--- src/gafm_defs.svh ---
// Behaviour
// - Each capable pin switches between plain port use and its peripheral.
// - In peripheral use, pin direction follows the peripheral, not the port.
// - Crystal enabled overrides port A pins 0 and 1 as oscillator in/out.
// - Port A pins 0 and 6 carry timer input or complement output by mode.
// - A0/A1 timer zero, A6/A7 timer one; A2 to A5 have no peripheral.
// - Port A and D pin 0 need no set bits; enable picks their function.
// - Port B: set-1 picks converter inputs or reference; set-2 is ignored.
// - Port C: set-1 picks among two functions; set-2 is ignored.
// - Port C pins sink LED current at one of four levels when enabled and not in peripheral use.
// - D0 starts as open-drain reset with pull-up until software frees it.
// - D0 in port use is output only; software sets it as output. The code takes its direction from dir_out[0], so D0 can also be an input.
// - D0 honours high drive and never acts as a stop-mode recovery source.
`ifndef GAFM_DEFS_SVH
`define GAFM_DEFS_SVH

// ==============================
// Pin positions
`define GAFM_PA_T0IO     0
`define GAFM_PA_TMR0_OUT 1
`define GAFM_PA_T1IO     6
`define GAFM_PA_TMR1_OUT 7
`define GAFM_PB_CLK      3
`define GAFM_PB_VREF     5
`define GAFM_PC_CMP_INP  0
`define GAFM_PC_CMP_INN  1
`define GAFM_PC_CMP_OUT  3

// ==============================
// Capability masks
`define GAFM_PA_AF_MASK  8'hc3
`define GAFM_PB_ANA_MASK 8'h1f
`define GAFM_PC_ANA_MASK 8'h07

// ==============================
// Reset values
`define GAFM_RST_BYTE    8'h00
`define GAFM_RST_ROLE    1'b1
`define GAFM_SYNC_STAGES 2

`endif

--- src/gafm_pkg.sv ---
package gafm_pkg;

	typedef enum logic [1:0] {GAFM_LED_3MA, GAFM_LED_7MA, GAFM_LED_13MA, GAFM_LED_20MA} gafm_led_e;

	typedef struct packed {
		logic [7:0] af_en;
		logic [7:0] dir_out;
		logic [7:0] out_data;
		logic [7:0] function_set_one;
		logic [7:0] function_set_two;
		logic [7:0] open_drain;
		logic [7:0] high_drive;
		logic [7:0] pull_up;
		logic [7:0] smr_en;
	} gafm_port_cfg_s;

	typedef struct packed {
		logic [7:0] out;
		logic [7:0] oe;
		logic [7:0] pull_up;
		logic [7:0] high_drive;
		logic [7:0] smr;
	} gafm_pad_s;

	typedef struct packed {
		logic       tmr0_out_mode;
		logic       tmr0_compl_out;
		logic       tmr0_out;
		logic       tmr1_out_mode;
		logic       tmr1_compl_out;
		logic       tmr1_out;
		logic       cmp_out;
		logic       xtal_en;
		logic       xtal_drive;
		logic       reset_drive;
	} gafm_periph_out_s;

	typedef struct packed {
		logic       timer_zero_in_or_compl_out;
		logic       timer_one_in_or_compl_out;
		logic       external_clock_input;
		logic       xtal_in;
		logic [4:0] pb_ana_sel;
		logic       vref_sel;
		logic [2:0] pc_ana_sel;
		logic       reset_pin_in;
	} gafm_periph_in_s;

endpackage

--- src/gafm_mux.sv ---
`timescale 1ns/1ps
`include "gafm_defs.svh"
module gafm_mux (
	input  wire logic                      clk,
	input  wire logic                      resetn,
	input  wire gafm_pkg::gafm_port_cfg_s  cfg_a,
	input  wire gafm_pkg::gafm_port_cfg_s  cfg_b,
	input  wire gafm_pkg::gafm_port_cfg_s  cfg_c,
	input  wire gafm_pkg::gafm_port_cfg_s  cfg_d,
	input  wire logic                      reset_pin_free,
	input  wire logic [7:0]                led_en,
	input  wire gafm_pkg::gafm_led_e       led_level,
	input  wire gafm_pkg::gafm_periph_out_s periph_o,
	input  wire logic [7:0]                pa_in,
	input  wire logic [7:0]                pb_in,
	input  wire logic [7:0]                pc_in,
	input  wire logic                      pd_in,
	output gafm_pkg::gafm_pad_s            pad_a_r,
	output gafm_pkg::gafm_pad_s            pad_b_r,
	output gafm_pkg::gafm_pad_s            pad_c_r,
	output gafm_pkg::gafm_pad_s            pad_d_r,
	output logic [7:0]                     led_sink_r,
	output gafm_pkg::gafm_led_e            led_level_r,
	output logic                           reset_role_r,
	output gafm_pkg::gafm_periph_in_s      periph_i_r,
	output logic [7:0]                     pa_read,
	output logic [7:0]                     pb_read,
	output logic [7:0]                     pc_read,
	output logic                           pd_read
);
	import gafm_pkg::*;

	logic [24:0]     sync_q;
	gafm_pad_s       pad_a_nxt;
	gafm_pad_s       pad_b_nxt;
	gafm_pad_s       pad_c_nxt;
	gafm_pad_s       pad_d_nxt;
	logic [7:0]      led_sink_nxt;
	gafm_led_e       led_level_nxt;
	logic            reset_role_nxt;
	gafm_periph_in_s periph_i_nxt;
	logic [7:0]      af_a;
	logic [7:0]      af_b;
	logic [7:0]      af_c;
	logic [7:0]      oe_a;
	logic [7:0]      out_a;
	logic [7:0]      oe_c;
	logic [7:0]      out_c;
	logic            live_r;

	// ==============================
	// Input synchronisers
	gafm_sync #(.W(25)) u_sync (
		.clk    (clk),
		.resetn (resetn),
		.d      ({pd_in, pc_in, pb_in, pa_in}),
		.q      (sync_q)
	);

	// Pin level is always readable
	assign pa_read = sync_q[7:0];
	assign pb_read = sync_q[15:8];
	assign pc_read = sync_q[23:16];
	assign pd_read = sync_q[24];

	// ==============================
	// Port or peripheral drive of one port
	function automatic gafm_pad_s pad_drive(gafm_port_cfg_s c, logic [7:0] af,
		logic [7:0] af_oe, logic [7:0] af_out);
		gafm_pad_s p;
		p.out        = (af & af_out) | (~af & c.out_data);
		p.oe         = (af & af_oe) | (~af & c.dir_out);
		p.oe         = p.oe & ~(c.open_drain & p.out);
		p.pull_up    = c.pull_up;
		p.high_drive = c.high_drive;
		p.smr        = c.smr_en;
		return p;
	endfunction

	// ==============================
	// Next pad and peripheral values
	always_comb
	begin
		af_a  = cfg_a.af_en & `GAFM_PA_AF_MASK;
		af_b  = cfg_b.af_en;
		af_c  = cfg_c.af_en;
		oe_a  = '0;
		out_a = '0;
		oe_a[`GAFM_PA_T0IO]   = periph_o.tmr0_out_mode;
		out_a[`GAFM_PA_T0IO]  = periph_o.tmr0_compl_out;
		oe_a[`GAFM_PA_TMR0_OUT]  = 1'b1;
		out_a[`GAFM_PA_TMR0_OUT] = periph_o.tmr0_out;
		oe_a[`GAFM_PA_T1IO]      = periph_o.tmr1_out_mode;
		out_a[`GAFM_PA_T1IO]     = periph_o.tmr1_compl_out;
		oe_a[`GAFM_PA_TMR1_OUT]  = 1'b1;
		out_a[`GAFM_PA_TMR1_OUT] = periph_o.tmr1_out;
		pad_a_nxt = pad_drive(cfg_a, af_a, oe_a, out_a);
		if (periph_o.xtal_en)
		begin
			pad_a_nxt.oe[0]  = 1'b0;
			pad_a_nxt.oe[1]  = 1'b1;
			pad_a_nxt.out[1] = periph_o.xtal_drive;
			pad_a_nxt.out[0]          = 1'b0;
			pad_a_nxt.pull_up[1:0]    = 2'b00;
			pad_a_nxt.high_drive[1:0] = 2'b00;
			pad_a_nxt.smr[1:0]        = 2'b00;
		end
		// Port B peripherals are all inputs; set-two not consulted
		pad_b_nxt = pad_drive(cfg_b, af_b, 8'h00, 8'h00);
		oe_c  = '0;
		out_c = '0;
		oe_c[`GAFM_PC_CMP_OUT]  = ~cfg_c.function_set_one[`GAFM_PC_CMP_OUT];
		out_c[`GAFM_PC_CMP_OUT] = periph_o.cmp_out;
		pad_c_nxt = pad_drive(cfg_c, af_c, oe_c, out_c);
		led_sink_nxt  = led_en & ~af_c;
		led_level_nxt = led_level;
		pad_c_nxt.oe  = pad_c_nxt.oe | led_sink_nxt;
		pad_c_nxt.out = pad_c_nxt.out & ~led_sink_nxt;
		reset_role_nxt = ~reset_pin_free | cfg_d.af_en[0];
		pad_d_nxt            = '0;
		pad_d_nxt.high_drive = {7'h00, cfg_d.high_drive[0]};
		if (reset_role_r)
		begin
			pad_d_nxt.oe      = {7'h00, periph_o.reset_drive};
			pad_d_nxt.pull_up = 8'h01;
		end
		else
		begin
			pad_d_nxt.out     = {7'h00, cfg_d.out_data[0]};
			pad_d_nxt.oe      = {7'h00, cfg_d.dir_out[0] & ~(cfg_d.open_drain[0] & cfg_d.out_data[0])};
			pad_d_nxt.pull_up = {7'h00, cfg_d.pull_up[0]};
		end
		periph_i_nxt.timer_zero_in_or_compl_out = af_a[`GAFM_PA_T0IO] & ~periph_o.xtal_en
			& ~periph_o.tmr0_out_mode & sync_q[`GAFM_PA_T0IO];
		periph_i_nxt.timer_one_in_or_compl_out = af_a[`GAFM_PA_T1IO]
			& ~periph_o.tmr1_out_mode & sync_q[`GAFM_PA_T1IO];
		periph_i_nxt.external_clock_input = af_b[`GAFM_PB_CLK]
			& ~cfg_b.function_set_one[`GAFM_PB_CLK] & sync_q[8 + `GAFM_PB_CLK];
		periph_i_nxt.xtal_in    = periph_o.xtal_en & sync_q[0];
		periph_i_nxt.pb_ana_sel = af_b[4:0] & cfg_b.function_set_one[4:0];
		periph_i_nxt.vref_sel   = af_b[`GAFM_PB_VREF] & cfg_b.function_set_one[`GAFM_PB_VREF];
		periph_i_nxt.pc_ana_sel = af_c[2:0] & cfg_c.function_set_one[2:0];
		periph_i_nxt.reset_pin_in = reset_role_r & sync_q[24];
	end

	always_ff @(posedge clk)
	begin
		if (!resetn)
		begin
			pad_a_r      <= '0;
			pad_b_r      <= '0;
			pad_c_r      <= '0;
			pad_d_r      <= '0;
			led_sink_r   <= `GAFM_RST_BYTE;
			led_level_r  <= GAFM_LED_3MA;
			reset_role_r <= `GAFM_RST_ROLE;
			periph_i_r   <= '0;
			live_r       <= 1'b0;
		end
		else
		begin
			pad_a_r      <= pad_a_nxt;
			pad_b_r      <= pad_b_nxt;
			pad_c_r      <= pad_c_nxt;
			pad_d_r      <= pad_d_nxt;
			led_sink_r   <= led_sink_nxt;
			led_level_r  <= led_level_nxt;
			reset_role_r <= reset_role_nxt;
			periph_i_r   <= periph_i_nxt;
			live_r       <= 1'b1;
		end
	end
endmodule

--- src/gafm_sync.sv ---
`timescale 1ns/1ps
module gafm_sync #(
	parameter int W = 25
) (
	input  wire logic         clk,
	input  wire logic         resetn,
	input  wire logic [W-1:0] d,
	output logic      [W-1:0] q
);
	logic [W-1:0] meta_r;
	logic [W-1:0] meta_nxt;
	logic [W-1:0] q_nxt;

	// ==============================
	// Two-stage synchroniser
	always_comb
	begin
		meta_nxt = d;
		q_nxt    = meta_r;
	end

	always_ff @(posedge clk)
	begin
		if (!resetn)
		begin
			meta_r <= '0;
			q      <= '0;
		end
		else
		begin
			meta_r <= meta_nxt;
			q      <= q_nxt;
		end
	end
endmodule

--- config.mk ---
export PLATFORM = sky130hd
export DESIGN_NAME = gafm_mux
export DESIGN_NICKNAME = d
export VERILOG_FILES = /design/src/gafm_pkg.sv /design/src/gafm_mux.sv /design/src/gafm_sync.sv
export VERILOG_INCLUDE_DIRS = /design/src
export SDC_FILE = /design/constraint.sdc
export NUM_CORES = 1
export LEC_CHECK = 0
export BUFFER_PORTS_ARGS = -buffer_cell sky130_fd_sc_hd__buf_2
export CORE_AREA = 5 5 211 213
export CTS_CLUSTER_DIAMETER = 200
export DETAILED_ROUTE_END_ITERATION = 10
export DIE_AREA = 0 0 216 218
export GPL_TIMING_DRIVEN = 1
export PLACE_DENSITY = 0.4
export SLEW_MARGIN = 0
export SYNTH_ARGS = -nofsm -noshare
export SYNTH_HDL_FRONTEND = slang
export SYNTH_HIERARCHICAL = 1
export SYNTH_SLANG_ARGS = --single-unit
--- constraint.sdc ---
create_clock -name clk -period 1.6 [get_ports clk]
set_input_delay 0.16 -clock clk [delete_from_list [all_inputs] [get_ports clk]]
set_output_delay 0.16 -clock clk [all_outputs]
set_load 0.01 [all_outputs]
Yosys cells after proc, flatten, opt, wreduce, memory -nomap -nowiden
Index checks and enable logic that the tools add are counted.
Cells by class
  mux-type cells: 3
  reductions and logical operators: 2
  bitwise operators: 53
Operators with widths (number)
  bitwise AND 8 bit: 16
  NOT 8 bit: 7
  bitwise OR 8 bit: 5
  bitwise AND 8 x 4 -> 8 bit: 2
  bitwise AND 1 bit: 12
  two-way mux 9 bit: 1
  NOT 1 bit: 8
  bitwise AND 5 bit: 1
  two-way mux 2 bit: 2
  OR reduction 2 bit: 2
  bitwise AND 3 bit: 1
  bitwise OR 1 bit: 1
Word-level totals
  word-level logic and storage cells: 98
  bits in registers: 235
  input bits: 336
  output and inout port bits: 210

Longest topological paths before layout
Gate-level depths: netlist of run 1.
  word-level depth: 7
  gate-level depth with buffers: 4
  depth with buffers taken out: 3

Modules after synthesis
The synthesis of run 1 kept the hierarchy.
Modules (own cells, without submodules)
  gafm_mux: seq. area each 2982.9 um^2, area each 4704.5 um^2, cells an instance 407, instances 1
  gafm_sync: seq. area each 1001.0 um^2, area each 1388.8 um^2, cells an instance 105, instances 1

Worst setup path before layout of run 1
Ideal clock, no wire load.
  kind: in2reg
  start point: input cfg_c[67] (netlist name)
  end point: register pad_c_r[27] (netlist name)
  path slack: 0.895 ns
  path buffers: 0
  setup time: 0.115 ns
  data arrival time: 0.589 ns
  stages: 3
  required time: 1.485 ns
  cell sequence: mux2_2 nand2_1 a31o_1
Between the ends
  cells in the longest elaborated chain, start to end: 7
  elaborated cells between the ends (all ways): 12
  those cells by class: bitwise: 12
RTL lines
  start: declaration: line gafm_mux.sv:8  | input wire gafm_pkg::gafm_port_cfg_s cfg_c,
  NOT 8 bit: line gafm_mux.sv:71, gafm_mux.sv:72, gafm_mux.sv:115
  bitwise AND 8 bit: line gafm_mux.sv:71  | p.out = (af & af_out) | (~af & c.out_data);
  bitwise OR 8 bit: line gafm_mux.sv:71
  bitwise AND 8 bit: line gafm_mux.sv:73  | p.oe = p.oe & ~(c.open_drain & p.out);
  NOT 8 bit: line gafm_mux.sv:73
  bitwise AND 8 bit: line gafm_mux.sv:73
  bitwise OR 8 bit *: line gafm_mux.sv:117  | pad_c_nxt.oe = pad_c_nxt.oe | led_sink_nxt;
  end signal: assignment: line gafm_mux.sv:164  | pad_c_r <= pad_c_nxt;
  end: declaration: line gafm_mux.sv:20  | output gafm_pkg::gafm_pad_s pad_c_r,
Every way passes the cells marked *; elsewhere a longest branch is shown, timed or not.
A chain may end at the register's enable or synchronous reset.

Worst setup path after layout of run 1
  start point: input periph_o[3] (netlist name)
  end point: register pad_c_r[27] (netlist name)
Between the ends
  cells in the longest elaborated chain, start to end: 6
RTL lines
  start: declaration: line gafm_mux.sv:13  | input wire gafm_pkg::gafm_periph_out_s periph_o,
  bitwise AND 8 x 4 -> 8 bit: line gafm_mux.sv:71
  bitwise OR 8 bit: line gafm_mux.sv:71
  bitwise AND 8 bit: line gafm_mux.sv:73
  NOT 8 bit: line gafm_mux.sv:73
  bitwise AND 8 bit: line gafm_mux.sv:73
  bitwise OR 8 bit: line gafm_mux.sv:117
No other way between the ends.

==> results of run 1 <==
==> per-stage QoR <==
stage                     hold WS (ns)  power [mW]
after detailed placement         0.339        6.39
after global routing            0.0394        11.8
final                           0.0807        11.2
after floorplan                  0.230        5.84
after global placement           0.335        6.39
after CTS                      0.00892        11.5
==> how the worst max path moves through the flow <==
stage | from | to | cells past startpoint
after floorplan | cfg_c[67] | pad_c_r[27] | 3
after global placement | resetn | pad_b_r[27] | 4
after detailed placement | resetn | pad_b_r[27] | 4
after CTS | reset_role_r | reset_role_r | 1
after global routing | cfg_a[70] | pad_a_r[30] | 6
final | periph_o[3] | pad_c_r[27] | 6
==> worst register-to-register path: stages (launching register included) <==
cell,delay [ns]
dfxtp_1,0.47
nand3b_1,0.15
a21boi_1,0.06
dlygate4sd3_1,0.54
==> cell usage after synthesis (all sizes together) <==
master | n | share of area (%)
dfxtp | 199 | 65
and2 | 130 | 14
buf | 41 | 5.2
a21oi | 22 | 1.8
nand2 | 20 | 1.2
and3b | 15 | 2.2
clkbuf | 15 | 1.2
and3 | 12 | 1.2
nand3b | 10 | 1.2
nor3b | 9 | 1.6
nor2 | 7 | 0.43
nor2b | 7 | 0.72
and4bb | 6 | 1.2
mux2i | 4 | 0.66
o21ai | 2 | 0.16
a21boi | 1 | 0.12
a31o | 1 | 0.14
and2b | 1 | 0.12
and4b | 1 | 0.16
conb | 1 | 0.062
mux2 | 1 | 0.18
nand2b | 1 | 0.10
nand3 | 1 | 0.082
nor3 | 1 | 0.082
nor4bb | 1 | 0.16
o211ai | 1 | 0.12
o21a | 1 | 0.12
o31ai | 1 | 0.12
==> cells by family (layout without fill, tap and decap cells) <==
family	Yosys count	after routing
compound gates	29	29
mux	5	5
other cells	1	39
buf+inv	56	659
simple gates	222	222
flops	199	199
==> layer usage <==
layer  GRT usage, %  share of wire (%)  vias to the layer above
li1               -                  -                     2824
met1           9.72                 39                     2557
met2           15.6                 47                      320
met3           4.85                 11                       45
met4           5.36                3.7                        2
met5              0              0.057                        -
==> final cells by class <==
| type | instances | share of cell area [%] |
|---|---|---|
| Tap cell | 546 | 5.98 |
| Clock buffer | 18 | 3.84 |
| Timing Repair Buffer | 629 | 37.5 |
| Multi-Input combinational cell | 292 | 16.2 |
| Antenna cell | 3 | 0.0657 |
| Clock inverter | 12 | 1.53 |
| Sequential cell | 199 | 34.9 |
==> what timing repair did <==
item	4_1_cts	5_1_grt
setup endpoints to repair	0	0
hold buffers	217	0
hold endpoints to repair	172	0
==> power groups by stage <==
stage / sequential [mW] / clock, mW / combinational (mW)
finish: 5.25 / 4.56 / 1.44
global route: 5.27 / 4.97 / 1.57
CTS: 5.25 / 4.83 / 1.45
detailed placement: 5.36 / 0 / 1.03
global placement: 5.36 / 0 / 1.03
floorplan: 5.47 / 0 / 0.368
==> registers in the layout, summed over array words and instances, names as in the netlist <==
name	cells
pad_d_r	4
periph_i_r	14
pad_c_r	40
pad_b_r	40
u_sync/q	25
led_level_r	2
reset_role_r	1
pad_a_r	40
led_sink_r	8
u_sync/meta_r	25
==> flow_summary.ini, run 1 <==
[setup_path]
arrival_ns = 1.82
r2r_slack_ns = 0.27
startpoint_type = input pin
cp_slowest_cell = dlygate4sd3_1
r2r-start = reset_role_r
worstReg2RegEnd = pad_d_r[24]
r2r_cells = 3
cp_cell_sequence = dlygate4sd3_1 -> buf_2 -> mux2_2 -> nand2_1 -> a31o_1 -> dlygate4sd3_1
cp_top_family = buffers and inverters
end_kind = register
critical_path_class = in2reg
crit_buf_inv = 3
cp_common_cell = dlygate4sd3_1
crit_required_ns = 2.01
critPathMaxStageDelay_ns = 0.54
crit_path_max_fanout = 2

[min_path]
hold_depth = 2
worstHoldEndpoint = u_sync/meta_r[4]
hold_class = in2reg
min_from = resetn

[final_layout]
fillers = 4459
mostFrequentLayoutCell = buf_2
synthToLayoutAreaGrowth_pct = 87.6
post-route-cell-area_um2 = 11400
area.sequential_um2 = 3980
stdcell_count = 1699
layout.core_utilization_pct = 26.9
mostFrequentLayoutCells = 400 x buf_2, 217 x dlygate4sd3_1, 199 x dfxtp_1, 90 x and2_1, 40 x and2_2
drive_above_1_share_pct = 43.0
final_nets = 1475
multiInputGateArea_um2 = 1850

[timing]
fin_ws_ns = 0.194
finalSetupViolations = 0
max_freq_mhz = 711
rsz0062_at_grt = false
fin_skew_ns = 0.00393
hold_violations = 0
period_share_pct = 87.9
drv_slew = 0
period_needed_ns = 1.41
finalSetupTns_ns = 0

[clock_tree]
cts_inserted_buffers = 17
htree_levels = 4
postCtsSetupBuffers = 0
clock_latency_ns = 0.46
clockBufferDepth = 2
cts_tree = yes
ctsResizeCount = 0
cts_root_buffer = clkbuf_16
cts.sinks = 199
clk_pin_slew_ns = 0.07

[placed_design]
placed_cell_area_um2 = 8640
place_ws_ns = 0.485
gp_congestion = 0.747
hpwl_um = 16500
placedCellCount = 1449
io_buffers = 401

[floorplan]
row_count = 76
io_pins = 546
start_util_pct = 14.3
die_w_um = 216
coreArea_um2 = 42500
dieArea_um2 = 47100
die_y_um = 218

[logic_synthesis]
synth-simple-area-share_pct = 24.7
yosysUniqueCellTypes = 34
synth_xor_area_share_pct = 0
synth_warnings = 6
synth_fa_ha_area_share_pct = 0
syn_area_um2 = 6090
ys_ff_latch = 199
synth_compound_area_share_pct = 2.61
synth_top_family_by_area = simple AND/OR/NAND/NOR gates
synth_mux_area_share_pct = 0.842
yosysSeqAreaShare_pct = 65.4
synthCells = 512
avgSynthCellArea_um2 = 11.9

[drt]
drc = 0
drt_iter0_markers = 190
vias = 5748
first_pass_iters = 4
routed_wl_um = 22700
ant_nets = 0
via_per_inst = 3.38
wire_per_inst_um = 13.3

[grt]
grt_usage_pct = 9.45
grt_pass1_wl_um = 33700
grt_max_degree = 64
antenna_found_initial = 1
grt_pass1_vias = 6155
grt-ovfl-total = 0

[power_and_ir_drop]
clock_power_share_pct = 40.6
intPower_mw = 8.67
ir_drop_mv = 0.656
p_switching_mw = 2.57
pwr-share-comb_pct = 12.8
power_frac_seq_pct = 46.6
power.density_nw_per_um2 = 984
switching_share_pct = 22.9
p_leak_nw = 5.63

[outcome]
outcome = completed

[run]
cap_violations = 0
Power figures use the tool's default switching activity.
==> run 2, diff against run 1 <==
- PLACE_DENSITY: 0.4 -> unset
- PLACE_DENSITY_LB_ADDON: unset -> 0.15
==> run 2 against run 1 <==
Fmax fell by 3.0%. Setup slack lost 0.043 ns. Clock-buffer cell count is 1 higher. First-iteration DRC count is 5.3% lower. Critical path type unchanged. Largest cell class unchanged. Largest power group unchanged.
==> flow_summary.ini, run 2 (synthesis results as in run 1) <==
[outcome]
outcome = completed

[timing]
rsz0062_at_grt = false
drv_slew = 0
fin_ws_ns = 0.151
period_needed_ns = 1.45
period_share_pct = 90.6
fin_skew_ns = 0.00494
hold_violations = 0
finalSetupViolations = 0
finalSetupTns_ns = 0
max_freq_mhz = 690

[grt]
grt_max_degree = 82
grt_pass1_vias = 6180
grt-ovfl-total = 0
grt_pass1_wl_um = 33600
antenna_found_initial = 3
grt_usage_pct = 9.46

[setup_path]
critical_path_class = in2reg
critPathMaxStageDelay_ns = 0.55
crit_required_ns = 2.00
end_kind = register
cp_common_cell = dlygate4sd3_1
startpoint_type = input pin
crit_path_max_fanout = 3
crit_buf_inv = 3
r2r_slack_ns = 0.23
cp_cell_sequence = dlygate4sd3_1 -> buf_2 -> mux2i_1 -> nor2b_1 -> dlygate4sd3_1 -> nor3_1
arrival_ns = 1.85
cp_top_family = buffers and inverters
cp_slowest_cell = dlygate4sd3_1

[clock_tree]
cts_tree = yes
clk_pin_slew_ns = 0.07
postCtsSetupBuffers = 0
htree_levels = 4
cts_inserted_buffers = 17
cts.sinks = 199
clockBufferDepth = 2
clock_latency_ns = 0.47
cts_root_buffer = clkbuf_16

[final_layout]
drive_above_1_share_pct = 42.5
stdcell_count = 1699
final_nets = 1476
fillers = 4494
synthToLayoutAreaGrowth_pct = 87.9
mostFrequentLayoutCells = 400 x buf_2, 223 x dlygate4sd3_1, 199 x dfxtp_1, 90 x and2_1, 40 x and2_2
mostFrequentLayoutCell = buf_2
top_regs = pad_a_r: 40 flops, pad_b_r: 40 flops, pad_c_r: 40 flops

[drt]
wire_per_inst_um = 13.5
vias = 5690
drt_iter0_markers = 180
routed_wl_um = 22900
drc = 0
ant_nets = 0
via_per_inst = 3.35
first_pass_iters = 4

[placed_design]
io_buffers = 401
hpwl_um = 16700
placedCellCount = 1444
place_ws_ns = 0.482
gp_congestion = 0.722

[power_and_ir_drop]
ir_drop_mv = 0.686
p_leak_nw = 5.65
power.density_nw_per_um2 = 975

[floorplan]
coreArea_um2 = 42500
die_w_um = 216
io_pins = 546
start_util_pct = 14.3
dieArea_um2 = 47100
row_count = 76
die_y_um = 218

[run]
cap_violations = 0

[min_path]
hold_class = in2reg
[run 2: cell count changes in the layout (fill, tap and decap cells not counted), sizes merged, moves of 2 or more]
cell / previous run / this run
buf: 412 / 407
clkinv: 3 / 6
diode: 3 / 1
dlygate4sd3: 217 / 223
[run 2: cell type report]
class | instances | area [µm²] | area share [%]
Sequential cell | 199 | 3980 | 34.8
Timing Repair Buffer | 630 | 4340 | 37.9
Antenna cell | 1 | 2.50 | 0.0219
Multi-Input combinational cell | 292 | 1850 | 16.2
Clock buffer | 19 | 443 | 3.87
Clock inverter | 12 | 151 | 1.32
Tap cell | 546 | 683 | 5.97
[run 2: layer usage]
layer,up-vias,GRT usage (%),wire length [µm]
li1,2823,-,-
met2,297,15.9,10800
met5,-,0,11
met4,2,4.13,516
met3,34,5.29,2680
met1,2534,9.71,8950
[run 2: through the flow]
step,hold WS (ns),util (%),instance area [µm²],power [mW]
after floorplan,0.230,-,6220,5.84
after global placement,0.336,20.3,8620,6.38
after detailed placement,0.337,20.3,8620,6.38
after CTS,0.0103,26.9,11400,11.5
after global routing,0.0395,26.9,11500,11.7
final,0.0695,26.9,11500,11.2
[run 2: worst paths after layout]
check | startpoint | to | cells after the start
worst min register to register | u_sync/q[6] | periph_i_r[12] | 2
worst min-delay path | resetn | u_sync/meta_r[24] | 2
worst max-delay path | cfg_a[64] | pad_a_r[24] | 6
worst max register to register | reset_role_r | pad_d_r[24] | 3
[run 2: power by group]
part / total, mW / switching (mW) / internal, mW
Clock: 4.48 / 1.99 / 2.49
Sequential: 5.24 / 0.0533 / 5.19
Combinational: 1.45 / 0.588 / 0.859
[run 2: worst reg2reg max path, delay by kind of cell, from the launching register on]
kind                   cells  cell delay, ns
buffers and inverters      1            0.54
AND/OR/NAND/NOR            1            0.16
flip-flops                 1            0.51
AO/OA/AOI/OAI              1            0.06
[run 2: repair_timing]
action | in CTS | in global routing
resized for setup | 0 | 0
hold endpoints to repair | 173 | 0
hold buffers | 223 | 0
